==> src/shared/sslp_defs.svh <==
`ifndef SSLP_DEFS_SVH
`define SSLP_DEFS_SVH

// serial word framing
`define SSLP_WORD_BITS 24
`define SSLP_BYTE_BITS 8
`define SSLP_BYTES_PER_WORD 3
`define SSLP_ADDR_LSB 0
`define SSLP_ADDR_MSB 2
`define SSLP_ADDR_W 3

// address codes carried in each word
`define SSLP_ADDR_FREQ 3'h0
`define SSLP_ADDR_TIMER 3'h4
`define SSLP_ADDR_STATUS 3'h6

// frequency word payload
`define SSLP_FREQ_LSB 3
`define SSLP_FREQ_MSB 23
`define SSLP_FREQ_W 21

// timer word: which timer, then its count
`define SSLP_TSEL_LSB 3
`define SSLP_TSEL_MSB 4
`define SSLP_TVAL_LSB 5
`define SSLP_TSEL_CUR 2'h0
`define SSLP_TSEL_SWAB 2'h1
`define SSLP_TSEL_SWC 2'h2

// status word: output select
`define SSLP_MSEL_LSB 3
`define SSLP_MSEL_MSB 4

// timer reset counts
`define SSLP_CUR_TIMER_RST 28
`define SSLP_SW_TIMER_RST 35

// rates
`define SSLP_CLK_HZ 100000000
`define SSLP_PFD_HZ 13000000
`define SSLP_PFD_PER_TICK 4
`define SSLP_FAST_BW_FACTOR 4'h8
`define SSLP_FINAL_BW_FACTOR 4'h1
`define SSLP_SER_FMAX_HZ 33000000

`endif

==> src/shared/sslp_pkg.sv <==
package sslp_pkg;

  // what the multiplexed status output shows
  typedef enum logic [1:0] {
    SSLP_MUX_LOW,
    SSLP_MUX_LOCK,
    SSLP_MUX_FASTLOCK,
    SSLP_MUX_HIGH
  } sslp_mux_e;

  // host shifter states
  typedef enum logic [1:0] {
    SSLP_H_IDLE,
    SSLP_H_LOW,
    SSLP_H_SHIFT,
    SSLP_H_LATCH
  } sslp_hstate_e;

endpackage : sslp_pkg

==> src/shared/sslp_if.sv <==
`timescale 1ns/1ns
// three-wire load port plus the status line back to the host
interface sslp_if;
  logic ser_clk;
  logic ser_data;
  logic load_strobe;
  logic multiplexed_status_output;

  modport dev (
    input ser_clk,
    input ser_data,
    input load_strobe,
    output multiplexed_status_output
  );

  modport host (
    output ser_clk,
    output ser_data,
    output load_strobe,
    input multiplexed_status_output
  );
endinterface : sslp_if

==> src/logic/sslp_dev.sv <==
`timescale 1ns/1ns
`include "sslp_defs.svh"
module sslp_dev
  import sslp_pkg::*;
#(
  parameter int TIMER_W = 8
) (
  input wire logic ref_clk,
  input wire logic sys_rst,
  sslp_if.dev port,
  input wire logic lock_detect,
  output logic [`SSLP_FREQ_W-1:0] freq_word_q,
  output logic freq_update_q,
  output logic cp_current_reduced_q,
  output logic [2:0] filter_switch_open_q,
  output logic [3:0] loop_bw_factor_q,
  output logic status_q
);

  localparam int ACC_W = $clog2(`SSLP_CLK_HZ) + 1;
  localparam logic [ACC_W-1:0] PFD_STEP = ACC_W'(`SSLP_PFD_HZ);
  localparam logic [ACC_W-1:0] CLK_WRAP = ACC_W'(`SSLP_CLK_HZ);

  // the timer field must fit above the select bits of the word
  if (TIMER_W < 1 || TIMER_W > `SSLP_WORD_BITS - `SSLP_TVAL_LSB) begin : g_chk
    $error("sslp_dev: TIMER_W out of range");
  end

  // pin sampling: inputs are synchronous, one stage keeps edge detection clean
  logic clk_q, clk_d, clkp_q, clkp_d;
  logic dat_q, dat_d, stb_q, stb_d, stbp_q, stbp_d;
  logic [`SSLP_WORD_BITS-1:0] shreg_q, shreg_d;
  logic clk_rise, stb_rise;

  assign clk_rise = clk_q & ~clkp_q;
  assign stb_rise = stb_q & ~stbp_q;

  always_comb begin
    clk_d = port.ser_clk;
    clkp_d = clk_q;
    dat_d = port.ser_data;
    stb_d = port.load_strobe;
    stbp_d = stb_q;
    shreg_d = shreg_q;
    if (clk_rise) begin
      shreg_d = {shreg_q[`SSLP_WORD_BITS-2:0], dat_q};
    end
  end

  always_ff @(posedge ref_clk or posedge sys_rst) begin
    if (sys_rst) begin
      clk_q <= 1'b0;
      clkp_q <= 1'b0;
      dat_q <= 1'b0;
      stb_q <= 1'b1; // strobe idles high, so no false latch after reset
      stbp_q <= 1'b1;
      shreg_q <= '0;
    end else begin
      clk_q <= clk_d;
      clkp_q <= clkp_d;
      dat_q <= dat_d;
      stb_q <= stb_d;
      stbp_q <= stbp_d;
      shreg_q <= shreg_d;
    end
  end

  // register decode on the strobe edge
  logic [`SSLP_ADDR_W-1:0] waddr;
  logic [1:0] tsel;
  logic [TIMER_W-1:0] tval;
  logic [TIMER_W-1:0] cur_t_q, cur_t_d;
  logic [TIMER_W-1:0] sw_t_q [3];
  logic [TIMER_W-1:0] sw_t_d [3];
  logic [1:0] msel_q, msel_d;
  logic [`SSLP_FREQ_W-1:0] freq_d;
  logic upd_d;

  assign waddr = shreg_q[`SSLP_ADDR_MSB:`SSLP_ADDR_LSB];
  assign tsel = shreg_q[`SSLP_TSEL_MSB:`SSLP_TSEL_LSB];
  assign tval = shreg_q[`SSLP_TVAL_LSB +: TIMER_W];

  always_comb begin
    cur_t_d = cur_t_q;
    sw_t_d = sw_t_q;
    msel_d = msel_q;
    freq_d = freq_word_q;
    upd_d = 1'b0;
    if (stb_rise) begin
      case (waddr)
        `SSLP_ADDR_FREQ: begin
          freq_d = shreg_q[`SSLP_FREQ_MSB:`SSLP_FREQ_LSB];
          upd_d = 1'b1;
        end
        `SSLP_ADDR_TIMER: begin
          case (tsel)
            `SSLP_TSEL_CUR: cur_t_d = tval;
            `SSLP_TSEL_SWAB: begin
              sw_t_d[0] = tval;
              sw_t_d[1] = tval;
            end
            `SSLP_TSEL_SWC: sw_t_d[2] = tval;
            default: ; // spare select code, dropped
          endcase
        end
        `SSLP_ADDR_STATUS: msel_d = shreg_q[`SSLP_MSEL_MSB:`SSLP_MSEL_LSB];
        default: ; // unrecognised address leaves every register alone
      endcase
    end
  end

  always_ff @(posedge ref_clk or posedge sys_rst) begin
    if (sys_rst) begin
      cur_t_q <= TIMER_W'(`SSLP_CUR_TIMER_RST);
      for (int i = 0; i < 3; i++) begin
        sw_t_q[i] <= TIMER_W'(`SSLP_SW_TIMER_RST);
      end
      msel_q <= 2'h0;
      freq_word_q <= '0;
      freq_update_q <= 1'b0;
    end else begin
      cur_t_q <= cur_t_d;
      sw_t_q <= sw_t_d;
      msel_q <= msel_d;
      freq_word_q <= freq_d;
      freq_update_q <= upd_d;
    end
  end

  // comparison-rate enable: a rate accumulator gives exactly 13 MHz on average
  // from 100 MHz, at the cost of one cycle of jitter on each enable
  logic [ACC_W-1:0] acc_q, acc_d;
  logic pfd_en_q, pfd_en_d;
  logic [1:0] pre_q, pre_d;
  logic tick;

  assign tick = pfd_en_q && (pre_q == 2'(`SSLP_PFD_PER_TICK - 1));

  always_comb begin
    acc_d = acc_q + PFD_STEP;
    pfd_en_d = 1'b0;
    if (acc_d >= CLK_WRAP) begin
      acc_d = acc_d - CLK_WRAP;
      pfd_en_d = 1'b1;
    end
    pre_d = pre_q;
    if (upd_d) begin
      pre_d = 2'h0; // timers count from the latch
    end else if (pfd_en_q) begin
      pre_d = pre_q + 2'h1;
    end
  end

  always_ff @(posedge ref_clk or posedge sys_rst) begin
    if (sys_rst) begin
      acc_q <= '0;
      pfd_en_q <= 1'b0;
      pre_q <= 2'h0;
    end else begin
      acc_q <= acc_d;
      pfd_en_q <= pfd_en_d;
      pre_q <= pre_d;
    end
  end

  // fast-lock sequencer: one timer tick is four comparison cycles,
  // so 28 ticks at 13 MHz land near 8.6 us and 35 near 10.8 us
  logic [TIMER_W-1:0] elapsed_q, elapsed_d;
  logic active_q, active_d;
  logic cp_red_d;
  logic [2:0] sw_open_d;
  logic all_open;
  logic [3:0] bw_d;

  for (genvar s = 0; s < 3; s++) begin : g_sw
    // a switch never opens before the current has been reduced
    assign sw_open_d[s] = active_q ? (cp_red_d && (elapsed_q >= sw_t_q[s]))
                                   : filter_switch_open_q[s];
  end

  assign all_open = &sw_open_d;

  always_comb begin
    elapsed_d = elapsed_q;
    active_d = active_q;
    cp_red_d = cp_current_reduced_q;
    if (active_q) begin
      if (tick && elapsed_q != '1) begin
        elapsed_d = elapsed_q + TIMER_W'(1);
      end
      cp_red_d = elapsed_q >= cur_t_q;
      if (all_open) begin
        active_d = 1'b0;
      end
    end
    if (upd_d) begin
      elapsed_d = '0;
      active_d = 1'b1;
      cp_red_d = 1'b0;
    end
    bw_d = active_d ? `SSLP_FAST_BW_FACTOR : `SSLP_FINAL_BW_FACTOR;
  end

  always_ff @(posedge ref_clk or posedge sys_rst) begin
    if (sys_rst) begin
      elapsed_q <= '0;
      active_q <= 1'b0;
      cp_current_reduced_q <= 1'b1;
      filter_switch_open_q <= 3'h7;
      loop_bw_factor_q <= `SSLP_FINAL_BW_FACTOR;
    end else begin
      elapsed_q <= elapsed_d;
      active_q <= active_d;
      cp_current_reduced_q <= cp_red_d;
      filter_switch_open_q <= upd_d ? 3'h0 : sw_open_d;
      loop_bw_factor_q <= bw_d;
    end
  end

  // status output multiplexer; lock mode lets a host poll it on a port pin
  logic stat_d;

  always_comb begin
    case (sslp_mux_e'(msel_q))
      SSLP_MUX_LOW: stat_d = 1'b0;
      SSLP_MUX_LOCK: stat_d = lock_detect;
      SSLP_MUX_FASTLOCK: stat_d = active_q;
      SSLP_MUX_HIGH: stat_d = 1'b1;
      default: stat_d = 1'b0;
    endcase
  end

  always_ff @(posedge ref_clk or posedge sys_rst) begin
    if (sys_rst) begin
      status_q <= 1'b0;
    end else begin
      status_q <= stat_d;
    end
  end

  assign port.multiplexed_status_output = status_q;

endmodule : sslp_dev

==> src/flat_wrapper.sv <==
// flat-port wrapper written by rule: the top's interface ports become plain ports
module sslp_dev_flat import sslp_pkg::*;
#(
  parameter int TIMER_W = 8
)
  (ref_clk, sys_rst, lock_detect, freq_word_q, freq_update_q, cp_current_reduced_q, filter_switch_open_q, loop_bw_factor_q, status_q, port_ser_clk, port_ser_data, port_load_strobe, port_multiplexed_status_output);
  sslp_if port_i ();
  input wire logic ref_clk;
  input wire logic sys_rst;
  input wire logic lock_detect;
  output logic [`SSLP_FREQ_W-1:0] freq_word_q;
  output logic freq_update_q;
  output logic cp_current_reduced_q;
  output logic [2:0] filter_switch_open_q;
  output logic [3:0] loop_bw_factor_q;
  output logic status_q;
  input wire logic [$bits(port_i.ser_clk)-1:0] port_ser_clk;
  input wire logic [$bits(port_i.ser_data)-1:0] port_ser_data;
  input wire logic [$bits(port_i.load_strobe)-1:0] port_load_strobe;
  output wire logic [$bits(port_i.multiplexed_status_output)-1:0] port_multiplexed_status_output;
  assign port_i.ser_clk = port_ser_clk;
  assign port_i.ser_data = port_ser_data;
  assign port_i.load_strobe = port_load_strobe;
  assign port_multiplexed_status_output = port_i.multiplexed_status_output;
  sslp_dev #(.TIMER_W(TIMER_W)) u_core (.ref_clk(ref_clk), .sys_rst(sys_rst), .port(port_i), .lock_detect(lock_detect), .freq_word_q(freq_word_q), .freq_update_q(freq_update_q), .cp_current_reduced_q(cp_current_reduced_q), .filter_switch_open_q(filter_switch_open_q), .loop_bw_factor_q(loop_bw_factor_q), .status_q(status_q));
endmodule
==> config.mk <==
export PLATFORM = sky130hd
export DESIGN_NAME = sslp_dev_flat
export DESIGN_NICKNAME = d
export VERILOG_FILES = /design/src/shared/sslp_pkg.sv /design/src/shared/sslp_if.sv /design/src/logic/sslp_dev.sv /design/src/flat_wrapper.sv
export VERILOG_INCLUDE_DIRS = /design/src /design/src/shared
export SDC_FILE = /design/constraint.sdc
export NUM_CORES = 1
export LEC_CHECK = 0
export BUFFER_PORTS_ARGS = -buffer_cell sky130_fd_sc_hd__buf_2
export CAP_MARGIN = 20
export CORE_ASPECT_RATIO = 0.5
export CORE_MARGIN = 1
export CORE_UTILIZATION = 57
export DETAILED_ROUTE_END_ITERATION = 10
export GPL_ROUTABILITY_DRIVEN = 0
export GPL_TIMING_DRIVEN = 0
export MAX_ROUTING_LAYER = met4
export PLACE_DENSITY = 0.76
export SYNTH_ARGS = -nofsm -noshare
export SYNTH_HDL_FRONTEND = slang
export SYNTH_SLANG_ARGS = --single-unit
==> constraint.sdc <==
create_clock -name ref_clk -period 8.2 [get_ports ref_clk]
set_clock_uncertainty 0.05 [all_clocks]
set_input_delay 0.41 -clock ref_clk [delete_from_list [all_inputs] [get_ports ref_clk]]
set_output_delay 0.41 -clock ref_clk [all_outputs]
set_load 0.005 [all_outputs]
Yosys cells after proc, flatten, opt, wreduce, memory -nomap -nowiden. Index checks and enable logic that the tools add are counted.

$lt $le $gt $ge: 4. Reduce and logical (&&, ||, !) cells: 17. Equal/unequal tests: 9. Add/subtract/negate cells: 4. Multiplexer cells: 20. Bitwise operators: 4.

Operators by type and width (number): $add A28 B24 Y28 const B (1); $ge A28 B27 Y1 const B (1); $mux W28 (1); $sub A28 B27 Y28 const B (1); $ge A8 B8 Y1 (3); $mux W8 (3); $reduce_and A3 Y1 (4); $mux W1 (11); $add A8 B1 Y8 const B (1); $eq A2 B2 Y1 const B (4); $ne A8 B8 Y1 const B (1); $eq A3 B3 Y1 const B (2); $reduce_and A2 Y1 (3); $reduce_bool A2 Y1 (3); $eq A2 B1 Y1 const B (2); $logic_and A1 B1 Y1 (4); $logic_not A2 Y1 (2); $mux W2 (2); $mux W4 (1); $pmux W1 S4 (1); $logic_not A3 Y1 (1); $mux W3 (1); $add A2 B1 Y2 const B (1); $and A1 B1 Y1 (2); $not A1 Y1 (2).

Bits of input ports: 6. Logic and storage cells: 79. Flip-flop bits (word level): 126. Output and inout port bits: 32.

Logic depth before layout (Yosys ltp). Gate-level depths: netlist of run 1.

Word-level depth: 11. Gate-level depth with buffers: 12. Depth with buffers taken out: 11.

Least setup slack after synthesis of run 1. OpenSTA, ideal clock, no wires.

Path kind: reg2reg. Start point: register u_core.acc_q[6]. End point: register u_core.acc_q[15]. Path slack: 5.296 ns. Path buffers: 0. Arrival: 2.732 ns. Required time: 8.028 ns. Cell stages (with the launch flop): 11. Library setup time: 0.122 ns. Period minus slack after synthesis: 2.904 ns. Cell sequence: dfrtp_1 -> ha_1 -> o21ai_4 -> a211o_1 -> a211o_1 -> xor2_1 -> a211o_1 -> nor4_1 -> or4b_2 -> o211ai_1 -> nor3_1.

Word-level cells in the longest chain between the ends: 3. Elaborated cells between the ends (all ways): 4. Classes of those cells: add/sub (2); order compare (1); mux (1).

RTL lines: from (decl) (RTL line sslp_dev.sv:132) `logic [ACC_W-1:0] acc_q, acc_d;`; from (signal assigned) (RTL line sslp_dev.sv:156) `acc_q <= '0;`; from (signal assigned) (RTL line sslp_dev.sv:160) `acc_q <= acc_d;`; $add A28 B24 Y28 (*) (RTL line sslp_dev.sv:140) `acc_d = acc_q + PFD_STEP;`; $sub A28 B27 Y28 or $ge A28 B27 Y1 (tied branches) (RTL line sslp_dev.sv:143, sslp_dev.sv:142); $mux W28 (*) (RTL line sslp_dev.sv:142) `if (acc_d >= CLK_WRAP) begin`; via u_core.acc_d[15] (RTL line sslp_dev.sv:132).

The timed path passes the listed nets; every way through them passes the cells marked *. A chain may end at the register's enable or synchronous reset.

Worst setup path after layout of run 1.
Start point: register u_core.acc_q[6]. End point: register u_core.acc_q[14].

The elaborated chain is that of the path after synthesis.

==> results of run 1 <==
## registers in the layout, indices dropped and copies added (netlist names), 2 cells and up
name	count
u_core.loop_bw_factor_q	2
u_core.filter_switch_open_q	3
u_core.sw_t_q	16
u_core.acc_q	22
u_core.elapsed_q	8
u_core.msel_q	2
u_core.cur_t_q	8
u_core.pre_q	2
u_core.shreg_q	24
u_core.freq_word_q	21
## metrics by stage
step | worst slack [ns] | area, µm² | hold WS (ns)
final | 4.68 | 7070 | 0.00875
after global routing | 4.45 | 7070 | 0.0354
after CTS | 4.76 | 7070 | 0.0219
after detailed placement | 4.82 | 6490 | 0.313
after global placement | 3.36 | 6460 | 0.309
after floorplan | 4.67 | 6110 | 0.301
## critical path, cell delays in order, from the launching register on
cell,delay (ns)
dfrtp_1,0.44
ha_1,0.31
o21ai_4,0.27
a22oi_1,0.13
o22ai_1,0.30
nand3b_1,0.29
a211oi_1,0.53
o41a_1,0.26
o21a_4,0.18
clkinv_2,0.14
a311o_1,0.38
o211ai_1,0.13
## Yosys cell counts (2+ instances only)
cell / count
nand4_1: 3
o21a_4: 2
a21oi_2: 2
o211ai_1: 4
ha_1: 30
nand4b_1: 4
mux2_2: 50
a311o_1: 2
xor2_1: 14
buf_2: 2
dfrtp_1: 101
nand2b_1: 8
a31oi_1: 5
nor3b_1: 5
buf_4: 4
o22ai_1: 2
nor3_1: 6
nor2b_1: 4
nor2_1: 34
a211oi_1: 3
and3_1: 2
nand3b_1: 3
nand3_1: 7
xnor2_1: 22
clkbuf_1: 15
dfstp_2: 16
buf_6: 3
mux2i_1: 4
o31ai_1: 2
a21o_1: 16
o21a_1: 3
o21ai_0: 37
nand2_1: 57
a211o_1: 4
nor4_1: 3
a21oi_1: 22
inv_1: 31
## routing by layer
| metal | part of all wire [%] | vias up | wire length [µm] | GRT usage, % |
|---|---|---|---|---|
| met5 | 0 | - | 0 | - |
| met4 | 0.68 | 0 | 83 | 8.02 |
| met3 | 3.3 | 8 | 397 | 5.94 |
| met2 | 50 | 57 | 6040 | 42.7 |
| met1 | 46 | 2100 | 5660 | 30.5 |
| li1 | - | 2094 | - | - |
## kinds of logic after synthesis
group | count (synthesis) | synth area share, %
flip-flops | 117 | 48.3
AND/OR/NAND/NOR | 148 | 12.2
buffers and inverters | 58 | 4.31
adder cells (fa/ha/maj) | 30 | 6.15
AO/OA/AOI/OAI | 121 | 13.9
XOR/XNOR | 36 | 5.17
other | 1 | 0.0615
multiplexers | 54 | 9.88
## area by class of cell
cell class,instances,share of cell area (%)
Buffer,26,2.00
Clock buffer,23,6.76
Clock inverter,9,1.43
Inverter,32,1.79
Multi-Input combinational cell,391,41.0
Sequential cell,117,41.7
Tap cell,140,2.48
Timing Repair Buffer,36,2.87
## worst min path at each step
stage,start,to,cells after the start
2_1_floorplan,u_core.stb_q$_DFF_PP1_,u_core.stbp_q$_DFF_PP1_,0
3_3_place_gp,u_core.stb_q$_DFF_PP1_,u_core.stbp_q$_DFF_PP1_,0
3_5_place_dp,u_core.stb_q$_DFF_PP1_,u_core.stbp_q$_DFF_PP1_,0
4_1_cts,sys_rst,u_core.acc_q[23]$_DFF_PP0_,2
5_1_grt,port_load_strobe,u_core.stb_q$_DFF_PP1_,1
6_report,sys_rst,u_core.acc_q[22]$_DFF_PP0_,2
## power breakdown
group,switching [µW],leakage (µW),internal (µW)
logic,144,0.00144,171
registers,85.2,0.00149,707
clock network,257,0.000287,469
==> qor.yml, run 1 <==
status:
  status: "complete, no violations"
detailed_routing:
  drc: 0
  drt-total-wl_mm: 12.2
  viasPerCell: 5.50
  drtIter0Drc: 220
  detailroute.via_count: 4259
  wire_per_inst_um: 15.7
  drtAntennaViolNets: 0
  firstDrtPassIters: 4
die:
  initial_core_util_pct: 59.2
  fp.dieArea_mm2: 0.0111
  dieHeight_um: 75.2
  die_x_um: 148
  std_cell_rows: 26
  ios: 38
  core_area_mm2: 0.0103
critical_path:
  r2r-end: "u_core.acc_q[14]$_DFF_PP0_"
  path_class: "reg2reg"
  r2r_slack_ns: 4.68
  cp-endpoint: "u_core.acc_q[14]$_DFF_PP0_"
  cp-start-kind: "register"
  cp.arrival_ns: 3.77
  worstRegToRegCells: 11
  worstSetupStartpoint: "u_core.acc_q[6]$_DFF_PP0_"
  cp.required_ns: 8.46
  crit_fanout: 8
  reg2reg_from: "u_core.acc_q[6]$_DFF_PP0_"
  cp-end-kind: "register"
cts:
  cts_setup_buffers: 0
  insertion_delay_ns: 0.41
  cts_tree: "built"
  ctsResizeCount: 0
  cts.reportedPaths.clkPinSlew_ns: 0.06
  htree_levels: 4
  cts_hold_buf: 0
  cts_root_buf: "clkbuf_16"
  cts_made_buffers: 17
  cts_sinks: 117
  max-clock-path-buffers: 2
placed_design:
  dp.cells: 742
  hpwl_mm: 8.45
  io_buffers: 35
synthesis:
  synth_top_cell_area_share_pct: 41.4
  ys_async_sr_fraction_pct: 100
  avgSynthCellArea_um2: 10.8
  synthCells: 565
  synth_cell_types: 70
  yosys-top-cells-area: "dfrtp_1 (41%), mux2_2 (9.2%), dfstp_2 (6.9%)"
  synth-main-ff-cell: "dfrtp_1"
  yosysTopAreaCell: "dfrtp_1"
  synthesis.area_mm2: 0.00610
  synth-edff-count: 0
  ys_seq_area_share_pct: 48.3
  ys_seq_elements: 117
  yosysWarnings: 0
pwr:
  ir_worst_vdd_mv: 0.140
  p_per_area_mw_per_mm2: 259
  p_leak_uw: 0.00322
  power.total_uw: 1830
final_layout:
  layout.cells.most_common: "dfrtp_1"
  final_cell_mix: "dfrtp_1 (101), nand2_1 (57), mux2_2 (50), o21ai_0 (37), buf_2 (37)"
  nFillCells: 765
  fin_util_pct: 68.5
  ff_latch_area_mm2: 0.00295
  drive_gt1_share_pct: 25.4
  syn2layout_area_growth_pct: 15.8
  n_antenna_cell: 0
  layout.nets: 657
  multi_input_area_mm2: 0.00290
  layoutNonFillerInstCount: 774
grt:
  grt_pass1_wl_mm: 20.8
  grt_pass1_vias: 4314
  grt_usage_pct: 25.2
  overflow: 0
  grt_max_degree: 64
  antenna_found_initial: 0
timing:
  fmax_mhz: 284
  rsz0062_at_grt: "no"
  setup_violations: 0
  fin_crit_ns: 3.52
  slew_viol_final: 0
  slew_headroom_pct: 44.1
  tns_ns: 0
  tightest_slew_ns: 0.837
  finalHoldViolations: 0
  finalCritPeriodShare_pct: 42.9
run:
  cap_violations: 0
min_path:
  min_path_type: "in2async"
No activity file was read; power rests on OpenSTA's default activity.
==> run 2, diff against run 1 <==
Settings changed: ABC_AREA set to 1, CORE_UTILIZATION 57 to 56, PLACE_DENSITY 0.76 to 0.77.
Clock period 8.2 ns to 2.9 ns, I/O delays scaled along.
==> run 2 against run 1 <==
Clock-buffer cell count shrank 1. Utilization about the same. Critical endpoint is now u_core.acc_q[12]$_DFF_PP0_. Via count rose by 39%. Hold slack improved by 0.31 ns. First-iteration DRC count increased by 92%. Die area increased by 11%. Sequential power rose to 2.6 times the previous value. Largest cell class is now multi-input combinational cells. Power rose to 2.7 times the previous value. Wire length rose by 29%. Critical path type unchanged.
==> qor.yml, run 2 <==
status:
  status: "complete, no violations"
synthesis:
  avgSynthCellArea_um2: 7.55
  synthesis.area_mm2: 0.00667
  synthMostInstantiatedCell: "nand2_1"
  ys_seq_area_share_pct: 44.2
  yosys-top-cells-area: "dfrtp_1 (38%), nand2_1 (16%), dfstp_2 (6.3%)"
  ys_async_sr_fraction_pct: 100
  synth-main-ff-cell: "dfrtp_1"
  synth_top_cell_area_share_pct: 37.9
  ys_top_cells_by_count: "nand2_1 (281), inv_1 (102), dfrtp_1 (101)"
  yosysTopAreaCell: "dfrtp_1"
  synthCells: 883
  synth-edff-count: 0
  yosysWarnings: 0
  synth_cell_types: 37
  ys_seq_elements: 117
timing:
  whs_ns: 0.321
  tns_ns: 0
  rsz0062_at_grt: "no"
  slew_headroom_pct: 45.4
  slew_viol_final: 0
  finalHoldViolations: 0
  fin_crit_ns: 2.61
  tightest_slew_ns: 0.817
  fmax_mhz: 384
  finalCritPeriodShare_pct: 89.9
  setup_violations: 0
grt:
  grt_max_degree: 45
  grt_pass1_wl_mm: 26.8
  grt_pass1_vias: 5845
  grt_usage_pct: 29.0
  antenna_found_initial: 0
  overflow: 0
detailed_routing:
  drtAntennaViolNets: 0
  wire_per_inst_um: 14.0
  drc: 0
  viasPerCell: 5.30
  drt-total-wl_mm: 15.7
  detailroute.via_count: 5920
  firstDrtPassIters: 5
  drtIter0Drc: 423
critical_path:
  path_class: "reg2reg"
  cp.required_ns: 3.15
  crit_fanout: 10
  cp-end-kind: "register"
  cp-start-kind: "register"
  cp.arrival_ns: 2.85
die:
  dieHeight_um: 79.2
  std_cell_rows: 27
  ios: 38
  initial_core_util_pct: 59.1
  die_x_um: 156
  fp.dieArea_mm2: 0.0124
  core_area_mm2: 0.0113
pwr:
  p_per_area_mw_per_mm2: 632
  ir_worst_vdd_mv: 0.435
  p_leak_uw: 0.00393
  power.total_uw: 4880
  p_int_uw: 3560
  power.share.clock_pct: 43.2
  switching_share_pct: 27.2
  p_seq_share_pct: 41.5
  pwr-share-comb_pct: 15.4
  netSwitchingPower_uw: 1330
final_layout:
  largest_register_ff_count: 24
  layout.nets: 981
  regMostFlops: "u_core.shreg_q"
  drive_gt1_share_pct: 15.0
  syn2layout_area_growth_pct: 16.0
  n_antenna_cell: 0
  final_cell_mix: "nand2_1 (281), inv_1 (101), dfrtp_1 (101), o21ai_0 (84), nor2_1 (60)"
  fin_util_pct: 68.5
  layout.cells.most_common: "nand2_1"
  fin_area_mm2: 0.00773
  largestRegisters: "u_core.shreg_q (24), u_core.acc_q (22), u_core.freq_word_q (21)"
cts:
  cts_tree: "built"
  cts_sinks: 117
  cts_made_buffers: 17
  insertion_delay_ns: 0.42
  max-clock-path-buffers: 2
  htree_levels: 4
  cts.reportedPaths.clkPinSlew_ns: 0.05
  cts_root_buf: "clkbuf_16"
placed_design:
  placed_area_mm2: 0.00709
  hpwl_mm: 11.2
  io_buffers: 35
run:
  cap_violations: 0
min_path:
  min_path_type: "reg2reg"
-- run 2: cell count changes after synthesis, moves of 26 or more --
cell / delta
nor2_1: +26
o21ai_0: +47
mux2_2: -50
inv_1: +71
nand4_1: +26
nand2_1: +224
nand3_1: +47
-- run 2: kinds of logic after synthesis --
group / count (synthesis) / synth area share, %
adder cells (fa/ha/maj): 30 / 5.63
AO/OA/AOI/OAI: 115 / 9.07
buffers and inverters: 140 / 8.86
AND/OR/NAND/NOR: 466 / 30.3
flip-flops: 117 / 44.2
other: 1 / 0.0563
XOR/XNOR: 14 / 1.84
-- run 2: worst max-delay path, cell delays in order (launching register included) --
cell and delay, ns:
dfrtp_1 0.43, ha_1 0.27, xor2_1 0.32, ha_1 0.28
nand4_1 0.21, nand2_1 0.16, inv_1 0.06, nand3_1 0.09
nand2_2 0.12, nand2_2 0.10, nand3_2 0.08, buf_4 0.20
nand2_1 0.07, nand2_1 0.05
-- run 2: power by group through the flow --
stage	sequential, µW	combinational (µW)	clock, µW
after floorplan	2020	481	0
after global placement	2040	693	0
after detailed placement	2040	736	0
after CTS	2020	759	2120
after global routing	2050	862	2210
final	2030	751	2110
-- run 2: repair_timing --
action                                  CTS  global route
hold endpoints to repair                 35             0
hold buffers                              5             0
buffers inserted                          0             0
endpoints found under the setup margin    0             1
resized for setup                         0             1
-- run 2: metrics by stage --
stage                     instances  setup slack (ns)
final                          1117             0.294
after global routing           1117            0.0159
after CTS                      1117             0.187
after detailed placement       1080             0.239
after global placement         1078             0.285
after floorplan                 884             0.649
-- run 2: per-layer routing --
metal	vias up	track usage (%)	wire length [µm]
met2	152	48.3	7750
met3	28	6.44	699
met1	2782	35.1	6950
met5	-	-	0
met4	0	10.0	264
li1	2958	-	-
-- run 2: path summary, 6_finish.rpt --
check	from	end	slack [ns]	depth (start not counted)
hold / removal	u_core.stb_q$_DFF_PP1_	u_core.stbp_q$_DFF_PP1_	0.32	0
hold reg to reg	u_core.stb_q$_DFF_PP1_	u_core.stbp_q$_DFF_PP1_	0.32	0
setup reg to reg	u_core.acc_q[6]$_DFF_PP0_	u_core.acc_q[12]$_DFF_PP0_	0.29	13
setup / recovery	u_core.acc_q[6]$_DFF_PP0_	u_core.acc_q[12]$_DFF_PP0_	0.29	13
min in group asynchronous	sys_rst	u_core.acc_q[27]$_DFF_PP0_	0.39	3
max in group asynchronous	sys_rst	u_core.sw_t_q[5]$_DFFE_PP1P_	1.68	4
-- run 2: area by class of cell --
cell class	instances	area, µm²
Tap cell	159	199
Multi-Input combinational cell	627	3140
Clock inverter	10	130
Fill cell	929	3550
Sequential cell	117	2950
Buffer	26	161
Timing Repair Buffer	42	265
Clock buffer	22	454
Inverter	114	433
